==> src/verilog/port0_consts.svh <==
// constants for the port 0 pin function block: offsets, reset values, timing counts
// assumes a 32-bit avalon-mm register bus with word addressing in bytes
`ifndef PORT0_CONSTS_SVH
`define PORT0_CONSTS_SVH
`define OFS_PORT_DATA 4'h0
`define OFS_PORT_DIR 4'h4
`define OFS_PORT_MODE_CTRL 4'h8
`define OFS_CTRL_SELECT 4'hc
`define RST_PORT_DATA 8'h00
`define RST_PORT_DIR 8'hff
`define RST_PORT_MODE_CTRL 8'h00
`define RST_CTRL_SELECT 8'h00
`define CTRL_SELECT_MASK 8'hf0
`define FILT_TIME_NS 75
`define CLK_PERIOD_NS 25
`define FILT_CYCLES ((`FILT_TIME_NS + `CLK_PERIOD_NS - 1) / `CLK_PERIOD_NS)
`endif

==> src/verilog/port0_pkg.sv <==
// types for the port 0 pin function block
// assumes nothing of its surroundings
package port0_pkg;
    typedef enum logic [1:0] {bus_idle, bus_ack} bus_state_t;
endpackage

==> src/verilog/port0_pin_function_select.sv <==
// port 0 pin function select with avalon-mm registers, plus reset state of groups 11 and 12
// assumes pins synchronous to ref_clk; pads resolved outside from out/oe
//
// Functional notes
// - the port has eight pins, each with its own direction bit.
// - direction comes from the direction register on port mode pins only, and function from mode control plus select.
// - in control mode pins 0 and 1 carry the two timer channel zero outputs.
// - in control mode pin 2 feeds timer clear and pin 3 feeds timer count.
// - in control mode pins 4 to 7 feed either interrupt requests or dma requests.
// - interrupt requests pass a noise filter and an edge detector first.
// - after reset every group 11 pin is a general input.
// - after reset every group 12 pin is a general input.
// - mode control 0 gives port use on pins 4 to 7, 1 gives the control function.
// - select 0 gives interrupt request, select 1 gives dma request.
// - the select bit has no effect on a pin in port mode.
`timescale 1ns/1ps
`include "port0_consts.svh"
module port0_pin_function_select #(
    parameter int unsigned WIDTH = 8,
    parameter int unsigned FILT_LEN = `FILT_CYCLES
) (
    input wire logic ref_clk,
    input wire logic arst_n,
    input wire logic [3:0] avs_address,
    input wire logic avs_read,
    input wire logic avs_write,
    input wire logic [31:0] avs_writedata,
    input wire logic [3:0] avs_byteenable,
    output logic [31:0] avs_readdata,
    output logic avs_waitrequest,
    input wire logic [WIDTH-1:0] pin_in,
    output logic [WIDTH-1:0] pin_out,
    output logic [WIDTH-1:0] pin_oe,
    input wire logic pulse_timer_out_a,
    input wire logic pulse_timer_out_b,
    output logic pulse_timer_clear_in,
    output logic pulse_timer_count_in,
    output logic [3:0] ext_irq_pulse,
    output logic [3:0] dma_request_level,
    output logic [7:0] group11_oe,
    output logic [7:0] group12_oe
);
    ////////////////////////////////////////////////////////////////////////////
    // registers
    logic [WIDTH-1:0] port_latch_r;
    logic [WIDTH-1:0] port_direction_reg;
    logic [WIDTH-1:0] port_mode_control_reg;
    logic [WIDTH-1:0] control_select_reg;
    logic [31:0] rdata_r;
    port0_pkg::bus_state_t state_r;
    port0_pkg::bus_state_t state_nxt;

    // every access takes one wait cycle so read data always come from a flop
    wire take = (avs_read | avs_write) && (state_r == port0_pkg::bus_idle);
    // a write lands only at the edge that answers it, never while the master still waits
    wire accept = (avs_read | avs_write) && (state_r == port0_pkg::bus_ack);
    wire wr_en = avs_write && accept && avs_byteenable[0];
    wire sel_data = (avs_address == `OFS_PORT_DATA);
    wire sel_dir = (avs_address == `OFS_PORT_DIR);
    wire sel_mode = (avs_address == `OFS_PORT_MODE_CTRL);
    wire sel_csel = (avs_address == `OFS_CTRL_SELECT);
    wire [7:0] wbyte = avs_writedata[7:0];

    ////////////////////////////////////////////////////////////////////////////
    // pin function decode
    wire [WIDTH-1:0] ctrl_mode = port_mode_control_reg;
    // select only matters where mode control picks the control function
    wire [3:0] irq_sel = ctrl_mode[7:4] & ~control_select_reg[7:4];
    wire [3:0] dma_sel = ctrl_mode[7:4] & control_select_reg[7:4];
    wire [WIDTH-1:0] ctrl_oe = {6'h00, ctrl_mode[1:0]};
    wire [WIDTH-1:0] ctrl_val = {6'h00, pulse_timer_out_b, pulse_timer_out_a};
    // direction bit 1 means input, one bit per pin
    wire [WIDTH-1:0] port_oe = ~ctrl_mode & ~port_direction_reg;
    wire [WIDTH-1:0] read_back =
        (port_direction_reg & pin_in) | (~port_direction_reg & port_latch_r);

    assign pin_oe = port_oe | ctrl_oe;
    assign pin_out = (ctrl_mode & ctrl_val) | (~ctrl_mode & port_latch_r);
    assign pulse_timer_clear_in = ctrl_mode[2] & pin_in[2];
    assign pulse_timer_count_in = ctrl_mode[3] & pin_in[3];
    assign dma_request_level = dma_sel & pin_in[7:4];
    // groups 11 and 12 stay general inputs: their output enables are held low
    assign group11_oe = 8'h00;
    assign group12_oe = 8'h00;

    genvar gi;
    generate
        for (gi = 0; gi < 4; gi = gi + 1)
        begin : g_irq
            irq_pin_filter #(.FILT_LEN(FILT_LEN)) u_filt (
                .ref_clk(ref_clk),
                .arst_n(arst_n),
                .enable(irq_sel[gi]),
                .pin_in(pin_in[gi+4]),
                .level_out(),
                .edge_pulse(ext_irq_pulse[gi])
            );
        end
    endgenerate

    ////////////////////////////////////////////////////////////////////////////
    // bus slave
    wire [7:0] rd_byte =
        sel_data ? read_back :
        sel_dir ? port_direction_reg :
        sel_mode ? port_mode_control_reg :
        sel_csel ? control_select_reg : 8'h00;

    // the spare state codes fall back to idle
    always_comb
    begin
        state_nxt = port0_pkg::bus_idle;
        unique case (state_r)
            port0_pkg::bus_idle:
            begin
                if (avs_read | avs_write)
                    state_nxt = port0_pkg::bus_ack;
            end
            port0_pkg::bus_ack:
            begin
                state_nxt = port0_pkg::bus_idle;
            end
            default:
            begin
                state_nxt = port0_pkg::bus_idle;
            end
        endcase
    end

    always_ff @(posedge ref_clk or negedge arst_n)
    begin
        if (!arst_n)
        begin
            port_latch_r <= `RST_PORT_DATA;
            port_direction_reg <= `RST_PORT_DIR;
            port_mode_control_reg <= `RST_PORT_MODE_CTRL;
            control_select_reg <= `RST_CTRL_SELECT;
            rdata_r <= 32'h0000_0000;
            state_r <= port0_pkg::bus_idle;
        end
        else
        begin
            state_r <= state_nxt;
            if (take)
                rdata_r <= {24'h00_0000, rd_byte};
            if (wr_en && sel_data)
                port_latch_r <= wbyte;
            if (wr_en && sel_dir)
                port_direction_reg <= wbyte;
            if (wr_en && sel_mode)
                port_mode_control_reg <= wbyte;
            if (wr_en && sel_csel)
                control_select_reg <= wbyte & `CTRL_SELECT_MASK;
        end
    end

    assign avs_waitrequest = (avs_read | avs_write) && (state_r == port0_pkg::bus_idle);
    assign avs_readdata = rdata_r;

    ////////////////////////////////////////////////////////////////////////////
    // checks
    timer_out_a: assert property (@(posedge ref_clk) disable iff (!arst_n)
        ctrl_mode[0] |-> pin_oe[0] && pin_out[0] == pulse_timer_out_a)
        else $error("pin 0 not driven by timer output a");
    timer_out_b_a: assert property (@(posedge ref_clk) disable iff (!arst_n)
        ctrl_mode[1] |-> pin_oe[1] && pin_out[1] == pulse_timer_out_b)
        else $error("pin 1 not driven by timer output b");
    timer_in_a: assert property (@(posedge ref_clk) disable iff (!arst_n)
        ctrl_mode[3] |-> pulse_timer_count_in == pin_in[3])
        else $error("timer count input not routed");
    count_idle_a: assert property (@(posedge ref_clk) disable iff (!arst_n)
        !ctrl_mode[3] |-> !pulse_timer_count_in)
        else $error("timer count input active in port mode");
    clear_route_a: assert property (@(posedge ref_clk) disable iff (!arst_n)
        ctrl_mode[2] |-> pulse_timer_clear_in == pin_in[2])
        else $error("timer clear input not routed");
    clear_idle_a: assert property (@(posedge ref_clk) disable iff (!arst_n)
        !ctrl_mode[2] |-> !pulse_timer_clear_in)
        else $error("timer clear input active in port mode");
    ctrl_inputs_a: assert property (@(posedge ref_clk) disable iff (!arst_n)
        (ctrl_mode[7:2] & pin_oe[7:2]) == 6'h00)
        else $error("control input pin driven");
    sel_ignored_a: assert property (@(posedge ref_clk) disable iff (!arst_n)
        !ctrl_mode[7] |-> !dma_request_level[3] && !pin_oe[7] == port_direction_reg[7])
        else $error("select bit acted on a port mode pin");
    dma_port_a: assert property (@(posedge ref_clk) disable iff (!arst_n)
        (dma_request_level & ~ctrl_mode[7:4]) == 4'h0)
        else $error("dma request from a port mode pin");
    dma_route_a: assert property (@(posedge ref_clk) disable iff (!arst_n)
        (ctrl_mode[4] && control_select_reg[4]) |-> dma_request_level[0] == pin_in[4])
        else $error("dma request not routed");
    dma_select_a: assert property (@(posedge ref_clk) disable iff (!arst_n)
        (dma_request_level & ~control_select_reg[7:4]) == 4'h0)
        else $error("dma request from an interrupt pin");
    irq_gate_a: assert property (@(posedge ref_clk) disable iff (!arst_n)
        (ext_irq_pulse & ~$past(irq_sel)) == 4'h0)
        else $error("interrupt pulse from a pin not in interrupt mode");
    select_low_a: assert property (@(posedge ref_clk) disable iff (!arst_n)
        control_select_reg[3:0] == 4'h0)
        else $error("fixed select bits not zero");
    port_drive_a: assert property (@(posedge ref_clk) disable iff (!arst_n)
        (!ctrl_mode[5] && !port_direction_reg[5]) |-> pin_oe[5] && pin_out[5] == port_latch_r[5])
        else $error("port output not driven from latch");
    port_read_a: assert property (@(posedge ref_clk) disable iff (!arst_n)
        (take && sel_data && port_direction_reg[6]) |=> avs_readdata[6] == $past(pin_in[6]))
        else $error("input pin level not read back");
    dir_input_a: assert property (@(posedge ref_clk) disable iff (!arst_n)
        (port_direction_reg[4] && !ctrl_mode[4]) |-> !pin_oe[4])
        else $error("input pin driven");
    groups_in_a: assert property (@(posedge ref_clk) disable iff (!arst_n)
        group11_oe == 8'h00 && group12_oe == 8'h00)
        else $error("group 11 or 12 pin driven");
    wr_dir_a: assert property (@(posedge ref_clk) disable iff (!arst_n)
        (avs_write && !avs_waitrequest && sel_dir && avs_byteenable[0])
        |=> port_direction_reg == $past(wbyte))
        else $error("direction write lost");
    wr_hold_a: assert property (@(posedge ref_clk) disable iff (!arst_n)
        (avs_write && avs_waitrequest && sel_mode)
        |=> port_mode_control_reg == $past(port_mode_control_reg))
        else $error("mode write landed before the answer");
    ack_once_a: assert property (@(posedge ref_clk) disable iff (!arst_n)
        take |=> !avs_waitrequest)
        else $error("bus access not answered in one cycle");
endmodule // port0_pin_function_select

==> src/verilog/irq_pin_filter.sv <==
// noise filter and edge detector for one external interrupt request pin
// assumes the pin is synchronous to ref_clk
`timescale 1ns/1ps
`include "port0_consts.svh"
module irq_pin_filter #(
    parameter int unsigned FILT_LEN = `FILT_CYCLES
) (
    input wire logic ref_clk,
    input wire logic arst_n,
    input wire logic enable,
    input wire logic pin_in,
    output logic level_out,
    output logic edge_pulse
);
    logic [FILT_LEN-1:0] hist_r;
    logic level_r;
    logic pulse_r;
    wire all_high = &hist_r;
    wire all_low = ~|hist_r;
    // a level change is only accepted once it has stood for the whole window
    wire level_nxt = all_high ? 1'b1 : (all_low ? 1'b0 : level_r);
    wire rise = level_nxt & ~level_r & enable;

    always_ff @(posedge ref_clk or negedge arst_n)
    begin
        if (!arst_n)
        begin
            hist_r <= '0;
            level_r <= 1'b0;
            pulse_r <= 1'b0;
        end
        else
        begin
            hist_r <= {hist_r[FILT_LEN-2:0], pin_in & enable};
            level_r <= level_nxt;
            pulse_r <= rise;
        end
    end

    assign level_out = level_r;
    assign edge_pulse = pulse_r;

    filt_edge_a: assert property (@(posedge ref_clk) disable iff (!arst_n)
        edge_pulse |-> $past(all_high) && !$past(level_r))
        else $error("edge pulse without a settled rising level");
endmodule // irq_pin_filter

==> config.mk <==
export PLATFORM = sky130hd
export DESIGN_NAME = port0_pin_function_select
export DESIGN_NICKNAME = d
export VERILOG_FILES = /design/src/verilog/port0_pkg.sv /design/src/verilog/port0_pin_function_select.sv /design/src/verilog/irq_pin_filter.sv
export VERILOG_INCLUDE_DIRS = /design/src /design/src/verilog
export SDC_FILE = /design/constraint.sdc
export NUM_CORES = 1
export LEC_CHECK = 0
export BUFFER_PORTS_ARGS = -buffer_cell sky130_fd_sc_hd__buf_2
export CORE_UTILIZATION = 45
export CTS_CLUSTER_DIAMETER = 50
export DETAILED_ROUTE_END_ITERATION = 12
export GPL_ROUTABILITY_DRIVEN = 0
export PLACE_DENSITY = 0.77
export SETUP_SLACK_MARGIN = 0.2
export SLEW_MARGIN = 30
export SYNTH_ARGS = -nofsm -noshare
export SYNTH_HDL_FRONTEND = slang
export SYNTH_HIERARCHICAL = 1
export SYNTH_SLANG_ARGS = --single-unit
==> constraint.sdc <==
create_clock -name ref_clk -period 2.08 [get_ports ref_clk]
set_input_delay 0.416 -clock ref_clk [delete_from_list [all_inputs] [get_ports ref_clk]]
set_output_delay 0.416 -clock ref_clk [all_outputs]
set_load 0.03 [all_outputs]
## Yosys cells after proc, flatten, opt, wreduce, memory -nomap -nowiden

Cells that the tools add are included.

| storage, ports and cells | value |
|---|---|
| input port bits | 54 |
| register bits after elaboration | 58 |
| output and inout port bits | 75 |

| operators by class | value |
|---|---|
| mux-type cells | 14 |
| reductions and logical operators | 18 |
| equality and inequality tests | 4 |
| bitwise logic cells | 33 |

Operators by type and width:

| cell | count |
|---|---|
| $and 8x8->8 | 4 |
| $mux 8 | 4 |
| $not 8->8 | 2 |
| $or 8x8->8 | 2 |
| $and 1x1->1 | 14 |
| $and 4x4->4 | 3 |
| $reduce_and 3->1 | 4 |
| $reduce_or 3->1 | 4 |
| $mux 1 | 9 |
| $and 8x2->8 | 1 |
| $eq 4x4->1 const B | 2 |
| $logic_and 1x1->1 | 8 |
| $or 8x2->8 | 1 |
| $eq 4x3->1 const B | 1 |
| $logic_not 4->1 | 1 |
| $not 1->1 | 4 |
| $not 4->4 | 1 |
| $eq 2x1->1 const B | 1 |
| $logic_not 2->1 | 1 |
| $mux 2 | 1 |
| $or 1x1->1 | 1 |

## Logic depth before layout (Yosys ltp)

| logic depth | value |
|---|---|
| depth after elaboration | 5 |
| depth in mapped cells | 5 |
| depth with buffers taken out | 4 |

## By module

The synthesis kept the hierarchy.

Modules (own cells, without submodules):

| module | area an instance (um^2) | times used | seq. area each (um^2) | cells each |
|---|---|---|---|---|
| port0_pin_function_select | 2222.1 | 1 | 935.9 | 194 |
| irq_pin_filter | 167.7 | 4 | 125.1 | 13 |

## Worst setup path after synthesis

Ideal clock, no wire load.

| timing path | value |
|---|---|
| kind | input to register |
| start point | in avs_address[3] |
| end point | reg port_latch_r[0] |
| buffers on the path | 2 |
| required time | 1.955 ns |
| library setup time | 0.125 ns |
| data arrival time | 1.684 ns |
| path slack | 0.271 ns |
| stages | 5 |
| path through | buf_6 > nor4_2 > nor2b_1 > buf_4 > mux2_2 |

| between the ends | value |
|---|---|
| longest elaborated chain between the ends | 2 |

RTL lines:

| what | RTL line | RTL |
|---|---|---|
| from (decl) | port0_pin_function_select.sv:24 | `input wire logic [3:0] avs_address,` |
| $logic_not 4->1 (no line) | n/a |  |
| $logic_and 1x1->1 | port0_pin_function_select.sv:146 | `if (wr_en && sel_data)` |
| to (signal assigned) | port0_pin_function_select.sv:134 | `` port_latch_r <= `RST_PORT_DATA; `` |
| to (signal assigned) | port0_pin_function_select.sv:147 | `port_latch_r <= wbyte;` |
| to (decl) | port0_pin_function_select.sv:45 | `logic [WIDTH-1:0] port_latch_r;` |

Every way passes these cells.
A chain may end at the register's enable or synchronous reset.

## Final worst setup path

| timing path | value |
|---|---|
| start point | reg state_r[0] |
| end point | out avs_waitrequest |

| between the ends | value |
|---|---|
| longest elaborated chain between the ends | 2 |

RTL lines:

| what | RTL line | RTL |
|---|---|---|
| from (decl) | port0_pin_function_select.sv:50 | `port0_pkg::bus_state_t state_r;` |
| from (signal assigned) | port0_pin_function_select.sv:139 | `state_r <= port0_pkg::bus_idle;` |
| from (signal assigned) | port0_pin_function_select.sv:143 | `state_r <= state_nxt;` |
| $logic_not 2->1 | port0_pin_function_select.sv:157 | `assign avs_waitrequest = (avs_read \| avs_write) && (state_r == port0_pkg::bus_idle);` |
| $logic_and 1x1->1 | port0_pin_function_select.sv:157 |  |
| to (decl) | port0_pin_function_select.sv:30 | `output logic avs_waitrequest,` |

Every way passes these cells.

==> results.md <==
- Synth Cell Area: 2890 µm²
- Slowest cell on the critical path: dfrtp_1
- Max-Cap Viols: 0
- # fillers: approximately 530
- Final Cycle Share: 0.813
- CTS tree: built
- Vias: 2024
- Drt total wl: between 5000 and 6000 µm
- H-tree depth: 3
- Die area: 6750 µm²
- Clock root buffer: clkbuf_8
- Largest stage delay on the critical path: 0.40 ns
- CTS Hold Buffers Added: 0
- Final setup margin: roughly 0.39 ns
- Via density: 5.01
- Pin count of the biggest net entering global routing: 58
- Num ports: around 130
- Antenna Diode Count: 0
- DR DRC count: 0
- Fin cells: 404
- Yosys reg bits: between 50 and 60
- Proportion of netlist area held by the largest area contributor: 0.424
- Sequential fraction of the synthesis area: 0.497
- Register area: 1440 µm²
- GR Overflow Total: 0
- Placed cell areas: 3210 µm²
- Multi-input gate area: 1240 µm²
- DR pass1 iterations: 4
- Post-CTS sizing: 0
- CTS sink count: 57
- Worst EP arrival: 1.28 ns
- Layout cell share with drive strength beyond 1: 0.401
- Area growth syn-to-layout: 16.7%
- Remaining antenna violation count: 0
- GRT Total Usage: 0.192
- Number of global-route vias before repair: 1923
- Initial antenna violation count: 0
- Static Leak: 1.71 nW
- Starting density of the core: 0.477
- RSZ-0062 raised after global routing: no
- Top area cells in the synthesized netlist: dfrtp_1, buf_4, mux2_2
- WS Path Type: register to output port
- Clk Latency, worst-skew pair: 0.33 ns
- PwrDens: around 860 nW/µm²
- DP HPWL: approximately 4200 µm
- Largest Register: g_irq.u_filt/hist_r
- Top delay family on crit path: flip-flops
- Max VDD drop: 0.000540 V
- Design area: 3380 µm²
- Post-synthesis cell type count: 32
- Yosys warns: 6
- Crit path time final: 1.69 ns
- Crit-path max FO: 4
- Hold Path Class: primary input to asynchronous set/reset pin
- Die width: 82.2 µm
- PortBufs: 61
- CORE AREA: 6060 µm²
- Setup TNS: 0 ns
- Clock slew at reported path FFs: 0.06 ns
- Largest register FFs: 12
- Final Slew Violations: 0
- Nets: 379
- Status: finished clean
- Clk_skew: 0.00480 ns
- Setup slack at placement: ~0.13 ns
- CTS buffer count: 9
- Buf/Inv on CP: 2
- Iter 0 DRT Violations: 111
- Post-CTS Setup Inserts: 0
- Worst path required time: 1.66 ns
- Die Y: 82.2 µm
- Post-synth top area cell: dfrtp_1
- Rows: 28
- Final Hold Viols: 0
- CP Cell Sequence: o21bai_1 -> inv_1 -> buf_2
- Global-route wire length before repair: 9350 µm
- Wire length per cell: 14.2 µm
- Critical Path End Type: output port
- Dpl cells: between 300 and 400
- Synth Instances: 246
- CP startpoint kind: register
- CTS Buffer Depth: 2
- Fmax: 0.591 GHz
- Setup violators final: 0
- Average size of a mapped cell: 11.8 µm²
-- path summary, 6_finish.rpt --
path / start / endpoint / slack, ns / cells after the start
hold / removal: arst_n / g_irq[2].u_filt/hist_r[0]$_DFF_PN0_ / 0.07 / 2
min in group ref_clk: pin_in[6] / g_irq[2].u_filt/hist_r[0]$_DFF_PN0_ / 0.32 / 2
setup reg to reg: state_r[0]$_DFF_PN0_ / ctrl_mode[4]$_DFFE_PN0P_ / 0.61 / 4
hold reg to reg: g_irq[3].u_filt/hist_r[0]$_DFF_PN0_ / g_irq[3].u_filt/hist_r[1]$_DFF_PN0_ / 0.42 / 0
max in group asynchronous: arst_n / port_direction_reg[4]$_DFFE_PN1P_ / 1.70 / 2
setup / recovery: state_r[0]$_DFF_PN0_ / avs_waitrequest / 0.39 / 3
-- Yosys cell counts --
library cell	number
nor3_2	4
a31oi_1	1
a32o_1	4
nand2b_1	5
a22o_1	3
o21bai_1	1
o21ai_0	4
clkbuf_1	2
nand2_1	8
dfrtp_1	49
nor2_1	9
conb_1	1
nor4_2	2
buf_4	41
a21oi_1	11
o2bb2ai_1	7
nor2b_1	15
nand4_1	2
nor3_1	1
o21ai_1	4
or3_1	1
or3b_4	1
and2_1	6
dfstp_2	8
buf_6	2
nand3_1	1
mux2i_1	10
a32oi_1	1
inv_1	6
mux2_2	24
and3_1	4
mux2_4	8
-- logic make-up after synthesis --
group | Yosys count | synth area share
muxes | 42 | 0.170
buffers and inverters | 51 | 0.125
AOI/OAI and AO/OA | 36 | 0.0848
and+or+nand+nor | 59 | 0.123
DFF | 57 | 0.497
other | 1 | 0.00130
-- placed cells by master (no fill, tap or decap), drive strengths merged --
cell type  netlist  final
a21oi           11     11
a22o             3      3
a31oi            1      1
a32o             4      4
a32oi            1      1
and2             6      6
and3             4      4
buf             43     74
clkbuf           2     15
conb             1     40
dfrtp           49     49
dfstp            8      8
inv              6      6
mux2            32     32
mux2i           10     10
nand2            8      8
nand2b           5      5
nand3            1      1
nand4            2      2
nor2             9      9
nor2b           15     15
nor3             5      5
nor4             2      2
o21ai            8      8
o21bai           1      1
o2bb2ai          7      7
or3              1      1
or3b             1      1
-- power by group --
group	leakage, nW	internal (mW)	switching, mW
clock	0.0838	0.493	0.397
combinational	0.881	0.239	0.425
sequential	0.748	1.23	0.106
total	1.71	1.97	0.928
-- routing by layer --
layer  track usage  up-vias  part of all wire
met5             0        -                 0
met4         0.132        0             0.027
met3        0.0396       15             0.063
met2         0.285       90              0.48
met1         0.251      984              0.43
li1              -      935                 -
-- stage by stage --
step / hold slack (ns) / total power, mW / util
after floorplan: 0.120 / 1.88 / -
after global placement: 0.398 / 2.01 / 0.530
after detailed placement: 0.405 / 2.02 / 0.530
after CTS: 0.0803 / 2.92 / 0.557
after global routing: 0.0893 / 3.03 / 0.557
final: 0.0679 / 2.89 / 0.557
-- worst reg2reg max path, stage by stage, from the launching register on --
cell and delay [ns]:
dfrtp_1 0.38, nand3_1 0.10, or3_1 0.39, buf_4 0.19
mux2_4 0.29
-- area by class of cell --
class	instances	share of cell area
well taps	75	0.0278
multi-input cells	177	0.368
flip-flops and latches	57	0.425
clock buffers	15	0.0493
inverters	6	0.00667
repair buffers	74	0.123
Power figures use the tool's default switching activity.
